==> config.mk <==
export PLATFORM = sky130hd
export DESIGN_NAME = asrc_top
export DESIGN_NICKNAME = d
export VERILOG_FILES = /design/src/asrc_pkg.sv /design/src/asrc_adc.sv /design/src/asrc_top.sv
export SDC_FILE = /design/constraint.sdc
export NUM_CORES = 1
export LEC_CHECK = 0
export BUFFER_PORTS_ARGS = -buffer_cell sky130_fd_sc_hd__buf_2
export CAP_MARGIN = 20
export CORE_UTILIZATION = 62
export DETAILED_ROUTE_END_ITERATION = 12
export GPL_TIMING_DRIVEN = 0
export PLACE_DENSITY = 0.79
export SLEW_MARGIN = 10
export SYNTH_ARGS = -nofsm -noshare
export SYNTH_HDL_FRONTEND = slang
export SYNTH_SLANG_ARGS = --single-unit
==> constraint.sdc <==
create_clock -name mclk -period 2.9 [get_ports mclk]
set_clock_uncertainty 0.1 [all_clocks]
set_input_delay 0.58 -clock mclk [delete_from_list [all_inputs] [get_ports mclk]]
set_output_delay 0.58 -clock mclk [all_outputs]
set_load 0.01 [all_outputs]
==> src/asrc_pkg.sv <==
// Shared constants and types for the converter control and read-back block.
// Assumes a single 200 MHz system clock; all pins arrive unsynchronised.
package asrc_pkg;
   // System clock period
   localparam int CLK_PERIOD_NS = 5;
   // Converter conversion time and derived cycle count (rounded up)
   localparam int CONV_TIME_NS = 360000;
   localparam int CONV_CYC = (CONV_TIME_NS + CLK_PERIOD_NS - 1) / CLK_PERIOD_NS;
   // System clocks per reference oscillator period (10 MHz reference)
   localparam int OSC_RATIO = 20;
   // Acquisition window exponents: narrow and wide
   localparam int ACQ_EXP_NARROW = 19;
   localparam int ACQ_EXP_WIDE = 21;
   localparam int WIN_NARROW_CYC = (2 ** ACQ_EXP_NARROW) * OSC_RATIO;
   localparam int WIN_WIDE_CYC = (2 ** ACQ_EXP_WIDE) * OSC_RATIO;
   // Data widths
   localparam int ADC_W = 6;
   localparam int FCNT_W = 22;
   localparam int SHIFT_W = 24;
   localparam int BCNT_W = 5;
   // Transfer lengths that select a register, and the bit count ceiling
   localparam logic [4:0] LEN_CTRL = 5'h08;
   localparam logic [4:0] LEN_REF = 5'h18;
   localparam logic [4:0] LEN_MAX = 5'h1f;
   // Reference word field positions
   localparam int R_ACQ = 15;
   localparam int R_FSAMPLE = 14;
   // Reset values
   localparam logic [7:0] CTRL_RESET = 8'h00;
   localparam logic [FCNT_W-1:0] FCNT_PRESET = 22'h3fffff;
   localparam logic [FCNT_W-1:0] FCNT_ZERO = 22'h000000;
   localparam logic [SHIFT_W-1:0] SHIFT_ZERO = 24'h000000;
   // Pad below the ADC image
   localparam logic [14:0] ADC_PAD = 15'h0000;

   // Control word layout, most significant bit first
   typedef struct packed {
      logic adc_sample_bit;   // Start and hold a conversion
      logic read_a;           // Converter read-back request
      logic rsvd;             // Reserved, written as zero
      logic chan;             // 0 selects input A, 1 input B
      logic read_f;           // Frequency read-back request
      logic [2:0] gp;         // General purpose outputs C, B, A
   } asrc_ctrl_t;

   // Pins that need synchronising
   typedef struct packed {
      logic port_select_n;
      logic sclk;
      logic sdin;
      logic in_c;
      logic in_d;
      logic fin;
      logic [ADC_W-1:0] ain_a;
      logic [ADC_W-1:0] ain_b;
   } asrc_pins_t;

   // Serial port states
   typedef enum logic [0:0] {SER_IDLE, SER_FRAME} asrc_ser_t;
   // Frequency counter states
   typedef enum logic [1:0] {FC_PRESET, FC_COUNT, FC_HOLD} asrc_fc_t;
endpackage : asrc_pkg

==> src/asrc_adc.sv <==
// Converter sequencer: one conversion per rise of the sample bit, then hold.
// Assumes sample and channel come from registers on mclk; inputs already synced.
`timescale 1ns/10ps
module asrc_adc #(
   parameter int CONV_CYCLES = asrc_pkg::CONV_CYC
) (
   input wire logic mclk,
   input wire logic rst_b,
   input wire logic sample,
   input wire logic chan,
   input wire logic [asrc_pkg::ADC_W-1:0] ain_a,
   input wire logic [asrc_pkg::ADC_W-1:0] ain_b,
   output logic [asrc_pkg::ADC_W-1:0] value,
   output logic eoc
);
   logic [31:0] cnt_reg;                       // Conversion timer
   logic [31:0] cnt_next;
   logic busy_reg;                             // Conversion under way
   logic busy_next;
   logic eoc_reg;                              // End of conversion flag
   logic eoc_next;
   logic [asrc_pkg::ADC_W-1:0] val_reg;        // Held result
   logic [asrc_pkg::ADC_W-1:0] val_next;

   // Sequencer next state
   always_comb begin
      cnt_next = cnt_reg;
      busy_next = busy_reg;
      eoc_next = eoc_reg;
      val_next = val_reg;
      if (!sample) begin
         // Held initialised; flag dropped, result kept
         cnt_next = 32'h0;
         busy_next = 1'b0;
         eoc_next = 1'b0;
      end else if (!busy_reg && !eoc_reg) begin
         // Fresh start; channel was set by an earlier write
         busy_next = 1'b1;
         cnt_next = 32'h0;
      end else if (busy_reg) begin
         if (cnt_reg >= 32'(CONV_CYCLES - 1)) begin
            // Input A when chan low, B when high
            val_next = chan ? ain_b : ain_a;
            busy_next = 1'b0;
            eoc_next = 1'b1;
         end else begin
            cnt_next = cnt_reg + 32'h1;
         end
      end
   end

   // Sequencer registers
   always_ff @(posedge mclk or negedge rst_b) begin
      if (!rst_b) begin
         cnt_reg <= 32'h0;
         busy_reg <= 1'b0;
         eoc_reg <= 1'b0;
         val_reg <= '0;
      end else begin
         cnt_reg <= cnt_next;
         busy_reg <= busy_next;
         eoc_reg <= eoc_next;
         val_reg <= val_next;
      end
   end

   assign value = val_reg;
   assign eoc = eoc_reg;
endmodule : asrc_adc

==> src/asrc_top.sv <==
// Control word, converter and frequency read-back behind a four-wire serial port.
// Assumes the serial clock is far slower than mclk; every pin is synchronised here.
`timescale 1ns/10ps
module asrc_top #(
   parameter int CONV_CYCLES = asrc_pkg::CONV_CYC,
   parameter int WIN_NARROW = asrc_pkg::WIN_NARROW_CYC,
   parameter int WIN_WIDE = asrc_pkg::WIN_WIDE_CYC
) (
   input wire logic mclk,
   input wire logic rst_b,
   input wire logic port_select_n,
   input wire logic sclk,
   input wire logic sdin,
   output logic sdout,
   input wire logic input_c,
   input wire logic input_d,
   input wire logic freq_in,
   input wire logic [asrc_pkg::ADC_W-1:0] adc_in_a,
   input wire logic [asrc_pkg::ADC_W-1:0] adc_in_b,
   output logic [2:0] gp_out
);
   // Edge test shared by serial clock, select and frequency input
   function automatic logic edge_of(input logic prev, input logic cur, input logic rising);
      edge_of = rising ? (!prev && cur) : (prev && !cur);
   endfunction : edge_of

   asrc_pkg::asrc_pins_t pins_raw;             // Raw pin bundle
   asrc_pkg::asrc_pins_t s1_reg;               // First synchroniser stage
   asrc_pkg::asrc_pins_t s2_reg;               // Second stage, safe to use
   asrc_pkg::asrc_pins_t s3_reg;               // Previous value for edges

   assign pins_raw = '{port_select_n: port_select_n, sclk: sclk, sdin: sdin, in_c: input_c,
                       in_d: input_d, fin: freq_in, ain_a: adc_in_a, ain_b: adc_in_b};

   // Reset to the pins' idle levels; a low select here would fake an edge on release
   localparam asrc_pkg::asrc_pins_t PINS_IDLE = '{port_select_n: 1'b1, default: '0};

   // Two-stage synchroniser plus delay; stage one feeds only stage two
   always_ff @(posedge mclk or negedge rst_b) begin
      if (!rst_b) begin
         s1_reg <= PINS_IDLE;
         s2_reg <= PINS_IDLE;
         s3_reg <= PINS_IDLE;
      end else begin
         s1_reg <= pins_raw;
         s2_reg <= s1_reg;
         s3_reg <= s2_reg;
      end
   end

   // Decoded pin events
   logic sclk_rise;
   logic sel_fall;
   logic sel_rise;
   logic fin_rise;
   assign sclk_rise = edge_of(s3_reg.sclk, s2_reg.sclk, 1'b1) && !s2_reg.port_select_n;
   assign sel_fall = edge_of(s3_reg.port_select_n, s2_reg.port_select_n, 1'b0);
   assign sel_rise = edge_of(s3_reg.port_select_n, s2_reg.port_select_n, 1'b1);
   assign fin_rise = edge_of(s3_reg.fin, s2_reg.fin, 1'b1);

   // Converter results
   logic [asrc_pkg::ADC_W-1:0] adc_value;
   logic adc_eoc;

   asrc_pkg::asrc_ctrl_t ctrl_reg;             // Control word
   asrc_pkg::asrc_ctrl_t ctrl_next;
   logic fsample_reg;                          // Frequency sample bit
   logic fsample_next;
   logic acq_wide_reg;                         // Wide acquisition window
   logic acq_wide_next;

   // Converter sequencer; sample bit is taken whatever the counter does
   asrc_adc #(
      .CONV_CYCLES(CONV_CYCLES)
   ) u_adc (
      .mclk(mclk),
      .rst_b(rst_b),
      .sample(ctrl_reg.adc_sample_bit),
      .chan(ctrl_reg.chan),
      .ain_a(s2_reg.ain_a),
      .ain_b(s2_reg.ain_b),
      .value(adc_value),
      .eoc(adc_eoc)
   );

   // Frequency counter state
   asrc_pkg::asrc_fc_t fc_state_reg;
   asrc_pkg::asrc_fc_t fc_state_next;
   logic [asrc_pkg::FCNT_W-1:0] fcnt_reg;      // Edge count
   logic [asrc_pkg::FCNT_W-1:0] fcnt_next;
   logic [31:0] win_reg;                       // Window timer
   logic [31:0] win_next;
   logic cc_reg;                               // Count complete
   logic cc_next;
   logic [31:0] win_len;
   assign win_len = acq_wide_reg ? 32'(WIN_WIDE) : 32'(WIN_NARROW);

   // Frequency counter next state
   always_comb begin
      fc_state_next = fc_state_reg;
      fcnt_next = fcnt_reg;
      win_next = win_reg;
      cc_next = cc_reg;
      case (fc_state_reg)
         asrc_pkg::FC_PRESET: begin
            // Preset to all ones while the sample bit is low
            fcnt_next = asrc_pkg::FCNT_PRESET;
            cc_next = 1'b0;
            win_next = 32'h0;
            if (fsample_reg) begin
               fcnt_next = asrc_pkg::FCNT_ZERO;
               fc_state_next = asrc_pkg::FC_COUNT;
            end
         end
         asrc_pkg::FC_COUNT: begin
            if (!fsample_reg) begin
               fc_state_next = asrc_pkg::FC_PRESET;
            end else if (win_reg >= win_len - 32'h1) begin
               // Window over: hold the count
               fc_state_next = asrc_pkg::FC_HOLD;
               cc_next = 1'b1;
            end else begin
               win_next = win_reg + 32'h1;
               if (fin_rise) begin
                  fcnt_next = fcnt_reg + 22'h1;
               end
            end
         end
         asrc_pkg::FC_HOLD: begin
            // Count stands until the sample bit drops
            if (!fsample_reg) begin
               fc_state_next = asrc_pkg::FC_PRESET;
            end
         end
         default: begin
            fc_state_next = asrc_pkg::FC_PRESET;
         end
      endcase
   end

   // Frequency counter registers
   always_ff @(posedge mclk or negedge rst_b) begin
      if (!rst_b) begin
         fc_state_reg <= asrc_pkg::FC_PRESET;
         fcnt_reg <= asrc_pkg::FCNT_PRESET;
         win_reg <= 32'h0;
         cc_reg <= 1'b0;
      end else begin
         fc_state_reg <= fc_state_next;
         fcnt_reg <= fcnt_next;
         win_reg <= win_next;
         cc_reg <= cc_next;
      end
   end

   // Read-back images, left aligned so the first bit leaves first
   logic [asrc_pkg::SHIFT_W-1:0] adc_image;
   logic [asrc_pkg::SHIFT_W-1:0] freq_image;
   // Input D sits in bit nine of the converter image, so an 8-bit converter read never carries it; the counter image has it second
   assign adc_image = {adc_eoc, s2_reg.in_c, adc_value, s2_reg.in_d, asrc_pkg::ADC_PAD};
   assign freq_image = {cc_reg, s2_reg.in_d, fcnt_reg};

   // Serial port state
   asrc_pkg::asrc_ser_t ser_reg;
   asrc_pkg::asrc_ser_t ser_next;
   logic [asrc_pkg::SHIFT_W-1:0] sh_in_reg;    // Incoming bits
   logic [asrc_pkg::SHIFT_W-1:0] sh_in_next;
   logic [asrc_pkg::SHIFT_W-1:0] sh_out_reg;   // Outgoing bits
   logic [asrc_pkg::SHIFT_W-1:0] sh_out_next;
   logic [asrc_pkg::BCNT_W-1:0] bcnt_reg;      // Bits seen this frame
   logic [asrc_pkg::BCNT_W-1:0] bcnt_next;
   logic sdout_reg;
   logic sdout_next;
   logic [2:0] gp_reg;
   logic [2:0] gp_next;

   // Serial port and register write next state
   always_comb begin
      ser_next = ser_reg;
      sh_in_next = sh_in_reg;
      sh_out_next = sh_out_reg;
      bcnt_next = bcnt_reg;
      ctrl_next = ctrl_reg;
      fsample_next = fsample_reg;
      acq_wide_next = acq_wide_reg;
      case (ser_reg)
         asrc_pkg::SER_IDLE: begin
            if (sel_fall) begin
               ser_next = asrc_pkg::SER_FRAME;
               bcnt_next = '0;
               // Converter request outranks frequency request
               if (ctrl_reg.read_a) begin
                  sh_out_next = adc_image;
               end else if (ctrl_reg.read_f) begin
                  sh_out_next = freq_image;
               end else begin
                  sh_out_next = asrc_pkg::SHIFT_ZERO;
               end
            end
         end
         asrc_pkg::SER_FRAME: begin
            if (sel_rise) begin
               ser_next = asrc_pkg::SER_IDLE;
               if (ctrl_reg.read_a) begin
                  // Writes blocked; request ends once data went out
                  if (bcnt_reg != '0) begin
                     ctrl_next.read_a = 1'b0;
                     ctrl_next.read_f = 1'b0;
                  end
               end else if (ctrl_reg.read_f) begin
                  if (bcnt_reg != '0) begin
                     ctrl_next.read_f = 1'b0;
                  end
               end else if (bcnt_reg == asrc_pkg::LEN_CTRL) begin
                  // Only a host write moves the sample bit
                  ctrl_next = asrc_pkg::asrc_ctrl_t'(sh_in_reg[7:0]);
                  if (ctrl_next.read_a) begin
                     ctrl_next.read_f = 1'b0;
                  end
               end else if (bcnt_reg == asrc_pkg::LEN_REF) begin
                  fsample_next = sh_in_reg[asrc_pkg::R_FSAMPLE];
                  acq_wide_next = sh_in_reg[asrc_pkg::R_ACQ];
               end
            end else if (sclk_rise) begin
               // Shift one bit each way, most significant first
               sh_in_next = {sh_in_reg[asrc_pkg::SHIFT_W-2:0], s2_reg.sdin};
               sh_out_next = {sh_out_reg[asrc_pkg::SHIFT_W-2:0], 1'b0};
               if (bcnt_reg != asrc_pkg::LEN_MAX) begin
                  bcnt_next = bcnt_reg + 5'h1;
               end
            end
         end
         default: begin
            ser_next = asrc_pkg::SER_IDLE;
         end
      endcase
      sdout_next = sh_out_next[asrc_pkg::SHIFT_W-1];
      gp_next = ctrl_next.gp;
   end

   // Serial port and control registers; all requests come up cleared
   always_ff @(posedge mclk or negedge rst_b) begin
      if (!rst_b) begin
         ser_reg <= asrc_pkg::SER_IDLE;
         sh_in_reg <= asrc_pkg::SHIFT_ZERO;
         sh_out_reg <= asrc_pkg::SHIFT_ZERO;
         bcnt_reg <= '0;
         ctrl_reg <= asrc_pkg::CTRL_RESET;
         fsample_reg <= 1'b0;
         acq_wide_reg <= 1'b0;
         sdout_reg <= 1'b0;
         gp_reg <= 3'h0;
      end else begin
         ser_reg <= ser_next;
         sh_in_reg <= sh_in_next;
         sh_out_reg <= sh_out_next;
         bcnt_reg <= bcnt_next;
         ctrl_reg <= ctrl_next;
         fsample_reg <= fsample_next;
         acq_wide_reg <= acq_wide_next;
         sdout_reg <= sdout_next;
         gp_reg <= gp_next;
      end
   end

   // Outputs straight from flops
   assign sdout = sdout_reg;
   assign gp_out = gp_reg;
endmodule : asrc_top

Word level (Yosys, flattened, before mapping)
Cells that the tools add are included.
{"block": "totals", "ff_bits": 192, "in_bits": 20, "wordCells": 156}
{"block": "classes", "reduce_logical": 29, "magnitude_cmp": 2, "mux": 52, "eq_ne": 22, "n_bitwise": 6, "addsub": 5}
{"operator": "2-to-1 mux 32 bit", "n": 6}
{"operator": "2-to-1 mux 24 bit", "n": 5}
{"operator": "2-to-1 mux 22 bit", "n": 4}
{"operator": "adder 32 x 1 -> 32 bit, second input constant", "n": 2}
{"operator": "case mux 32 bit (2 select lines)", "n": 1}
{"operator": "case mux 24 bit (2 select lines)", "n": 1}
{"operator": "case mux 22 bit (2 select lines)", "n": 1}
{"operator": "greater-or-equal comparator 32 x 17 -> 1 bit, second input constant", "n": 1}
{"operator": "greater-or-equal comparator 32 bit", "n": 1}
{"operator": "subtractor 26 x 1 -> 27 bit, second input constant", "n": 1}
{"operator": "2-to-1 mux 26 bit", "n": 1}
{"operator": "adder 22 x 1 -> 22 bit, second input constant", "n": 1}
{"operator": "AND reduction 3 bit", "n": 7}
{"operator": "2-to-1 mux 5 bit", "n": 4}
{"operator": "inequality test 2 bit, second input constant", "n": 10}
{"operator": "2-to-1 mux 1 bit", "n": 18}
{"operator": "AND reduction 4 bit", "n": 3}
{"operator": "case mux 5 bit (2 select lines)", "n": 1}
{"operator": "2-to-1 mux 2 bit", "n": 4}
{"operator": "inequality test 2 x 1 -> 1 bit, second input constant", "n": 4}
{"operator": "2-to-1 mux 7 bit", "n": 1}
{"operator": "logical AND 1 bit", "n": 6}
{"operator": "logical NOT 1 bit", "n": 6}
{"operator": "2-to-1 mux 6 bit", "n": 1}
{"operator": "other kinds (19)", "n": 26}

Depth between registers and ports, before layout
{"block": "logic_depth", "depth_word": 6, "depth_mapped": 9, "depth_no_buf": 8}

By module
From an unflattened synthesis, not the netlist that was laid out.
{"block": "unflattened", "hier_cells": 878, "hier_area_um2": 8936.1}
{"module": "asrc_top", "area_each_um2": 7013.0, "instances": 1, "cells_per_inst": 686, "seq_area_each_um2": 3809.9}
{"module": "asrc_adc", "area_each_um2": 1923.1, "instances": 1, "cells_per_inst": 192, "seq_area_each_um2": 1001.0}

Least setup slack after synthesis
No wires, ideal clock.
{"block": "synth_path", "path_kind": "reg2reg", "start": "reg acq_wide_reg", "end": "reg fcnt_reg[0] (netlist bit)", "slack_ns": 0.368, "stages_incl_launch_ff": 9, "t_arrival_ns": 2.349, "path_cell_list": "dfrtp_1 inv_1 ha_1 or4b_1 nor4_4 nand4_4 nand3_1 mux2_2 a221o_1"}
{"block": "synth_via", "elab_chain_cells": 5}
{"item": "from (decl)", "line": "asrc_top.sv:69", "rtl": "logic acq_wide_reg;"}
{"item": "from (signal assigned)", "line": "asrc_top.sv:260", "rtl": "acq_wide_reg <= acq_wide_next;"}
{"item": "2-to-1 mux 26 bit", "line": "asrc_top.sv:96", "rtl": "assign win_len = acq_wide_reg ? 32'(WIN_WIDE) : 32'(WIN_NARROW);"}
{"item": "subtractor 26 x 1 -> 27 bit", "line": "asrc_top.sv:118", "rtl": "end else if (win_reg >= win_len - 32'h1) begin"}
{"item": "greater-or-equal comparator 32 bit", "line": "asrc_top.sv:118"}
{"item": "inequality test 2 bit (no source line)"}
{"item": "AND reduction 4 bit (no source line)"}
{"item": "to (signal assigned)", "line": "asrc_top.sv:145", "rtl": "fcnt_reg <= asrc_pkg::FCNT_PRESET;"}
{"item": "to (signal assigned)", "line": "asrc_top.sv:150", "rtl": "fcnt_reg <= fcnt_next;"}
{"item": "to (decl)", "line": "asrc_top.sv:89", "rtl": "logic [asrc_pkg::FCNT_W-1:0] fcnt_reg;"}
Every way passes these cells.
A chain may end at the register's enable or synchronous reset.

Worst setup path in the final report
{"block": "layout_path", "start": "reg win_reg[28]", "end": "reg win_reg[11]"}
{"block": "layout_via", "elab_chain_cells": 3}
{"item": "from (decl)", "line": "asrc_top.sv:91", "rtl": "logic [31:0] win_reg;"}
{"item": "from (signal assigned)", "line": "asrc_top.sv:151", "rtl": "win_reg <= win_next;"}
{"item": "greater-or-equal comparator 32 bit", "line": "asrc_top.sv:118"}
{"item": "inequality test 2 bit (no source line)"}
{"item": "AND reduction 3 bit (no source line)"}
Every way passes these cells.

==> impl_results.md <==
- CP Launch Type: flop
- Min-Delay Path Class: in -> async
- Endpoints failing setup: 1
- Pwr Total: 5.36 mW
- RR Startpoint: win_reg[28]
- Routed WL: 20200 um
- Max-cap violations: 0
- Simple-Gate Fraction of Synth Area: 20.0%
- Fillers: 960
- Main combinational cell family by area after synthesis: simple AND/OR/NAND/NOR gates
- R2r endpoint: win_reg[11]
- Slew Viols, Final: 0
- Cell variety after synth: 59
- CP Capture Point: win_reg[11]
- Yosys warnings: 0
- Pwr dens: 551 nW/um2
- FF-to-FF path depth: 6
- Synth Area in Compound Gates: 15.1%
- Leak pwr: 4.29 nW
- Syn nets: 884
- Worst vdd ir: 0.519 mV
- Post-Synth XOR/XNOR Area: 0.809%
- Crit-path max FO: 9
- Die width: 120 um
- Largest net degree at the start of global routing: 116
- Outcome: finished, violations left
- Die H: 120 um
- Die ar.: 14400 um2
- Final worst path period need: 2.92 ns
- Max-slew headroom: 35.7%
- CTS Hold Bufs: 0
- H-tree depth: 4
- DRC violations left: 0
- CTS root buf: clkbuf_16
- TritonCTS Buffers: 17
- Achievable Freq: 0.342 GHz
- Nets: 931
- Initial antenna violation count: 0
- Core Rows: 42
- Number of synthesized flops with an enable pin: 0
- CTS tree: built
- Slew @ Worst Pin: 0.961 ns
- Sequential element share of the synthesized area: 55.5%
- Share of cells above drive strength 1: 14.0%
- Adder-Cell Fraction of Synth Area: 1.56%
- Prevailing post-synth register cell: dfrtp_1
- Fin Hold WS: 0.0989 ns
- Syn_area_per_cell: 10.1 um2
- Footprint of the multi-input gates: 3620 um2
- Worst endpoint required time: 3.16 ns
- Area Overhead vs Synth: 12.3%
- Mapped cell area: 8660 um2
- CP Launch Point: win_reg[28]
- First-pass GRT wire length: 33500 um
- Wire length per cell: 18.5 um
- Vias: 7026
- Vias per cell: 6.45
- Crit path DAT: 3.18 ns
- Final Hold Violating Endpoints: 0
- I/O pin cnt: 24
- Antenna Nets Post-Route: 0
- R2R setup slack: -0.02 ns
- Ys async rst share: 100%
- Max Buffers Root-to-Sink: 2
- Starting Density: 64.4%
- Fin worst setup slack: -0.0236 ns
- Worst-path clk slew: 0.08 ns
- Setup CP Type: reg -> reg
- Skew-Pair Late Insertion Delay: 0.44 ns
- DR pass1 iterations: 8
- Total track usage: 29.6%
- Core footprint: 13500 um2
- Failing checks: negative setup slack
- Fin crit share: 101%
- Grt ovf: 0
- Placer Congestion: 0.892
- Vias in the first global route: 6820
- DR iter-0 viols: 665
- Flops & latches, synth: 191
- Setup Slack @ Placement: 0.145 ns
- Post-Syn Instances: 854
- Storage element area: 4810 um2
- Critical Path Sink Type: flop
- Ant diodes: 0
- CTS Sinks: 191
- Dpl hpwl: 13200 um
- Mux share of post-synthesis cell area: 4.15%
- IO buf count: 23
## logic make-up after synthesis
group           count (synthesis)
simple gates                  336
compound gates                215
xor+xnor                        8
fa+ha+maj                      11
flops                         191
mux                            33
buf+inv                        60
## report_power, final
part	total (mW)	internal, mW	switching, mW
combinational	0.177	0.0579	0.120
sequential	2.77	2.72	0.0417
clock	2.42	1.20	1.22
total	5.36	3.98	1.38
## layer usage
| metal | vias to the layer above | track usage, % | wire length (um) |
|---|---|---|---|
| met2 | 334 | 47.5 | 10200 |
| met3 | 53 | 5.24 | 1320 |
| met5 | - | 0 | 0 |
| met1 | 3476 | 40.1 | 8270 |
| li1 | 3163 | - | - |
| met4 | 0 | 12.4 | 435 |
## per-stage QoR
step	TNS [ns]	cell area (um2)	std cells	utilization (%)
after global routing	-0.320	9730	1090	72.3
after global placement	-287.17	9000	1053	66.9
after floorplan	0	8660	854	-
after CTS	0	9670	1086	71.9
after detailed placement	0	9040	1054	67.2
final	-0.0236	9730	1090	72.3
## synthesized netlist by cell type, types with 3 or more instances
cell type	count	area share (%)
xor2_1	6	0.61
nand3b_1	3	0.26
inv_1	13	0.56
a22o_1	5	0.51
dfrtp_1	166	48
mux2i_1	10	1.2
a31oi_1	25	1.8
o211ai_1	9	0.78
mux2_2	23	3.0
and2_1	29	2.1
and3_1	17	1.2
buf_1	3	0.13
o31ai_1	3	0.26
nor2_1	79	3.4
a21o_1	4	0.35
or3_1	10	0.72
o22a_1	3	0.30
nand3_1	42	2.4
nand2_1	79	3.4
clkbuf_1	35	1.5
o21ai_0	78	4.5
nor4_1	8	0.58
and4_1	3	0.30
dfstp_2	25	7.6
buf_4	4	0.35
nand4_1	15	1.1
ha_1	10	1.4
nor3b_1	5	0.43
a21oi_1	52	3.0
nor3_1	13	0.75
nand2b_1	10	0.72
buf_2	5	0.29
or4_1	5	0.43
nor2b_1	7	0.51
a22oi_1	16	1.4
## critical path, stage by stage, from the launching register on
cell     delay [ns]
dfrtp_1        0.39
nor4_1         0.55
nand4_1        0.34
nor3b_1        0.47
nand3_1        0.37
or3_1          0.44
a21oi_1        0.18
## area by class of cell
type,instances,share of cell area [%]
Sequential cell,191,49.5
Multi-Input combinational cell,603,37.3
Clock buffer,17,4.37
Tap cell,176,2.26
Clock inverter,15,2.15
Buffer,46,2.05
Timing Repair Buffer,29,1.96
Inverter,13,0.502
## what timing repair did
item,4_1_cts,5_1_grt
resized for setup,0,5
endpoints found under the setup margin,0,12
buffers inserted,0,5
## worst min-delay path by stage
stage / startpoint / endpoint / slack [ns] / depth (start not counted)
6_report: rst_b / win_reg[4] / 0.1 / 1
5_1_grt: adc_in_a[5] / s1_reg[11] / 0.12 / 1
4_1_cts: port_select_n / s1_reg[17] / 0.12 / 1
3_5_place_dp: s1_reg[7] / s2_reg[7] / 0.23 / 0
3_3_place_gp: s1_reg[2] / s2_reg[2] / 0.23 / 0
2_1_floorplan: rst_b / acq_wide_reg / 0.18 / 0
## placed cells by master, fill, tap and decap left out, drive strengths merged, types with 10 or more instances in the layout
cell and instances:
a22oi 16, nor2 79, mux2i 10, dfrtp 166, nand2 79, and2 29, ha 10, a21oi 54
clkbuf 53, nand4 16, mux2 23, and3 17, a31oi 25, buf 39, nand2b 10, dfstp 25
o21ai 78, nor3 13, nor4 10, nand3 42, or3 10, inv 20
Note: power is estimated with default switching activity, not from simulation.
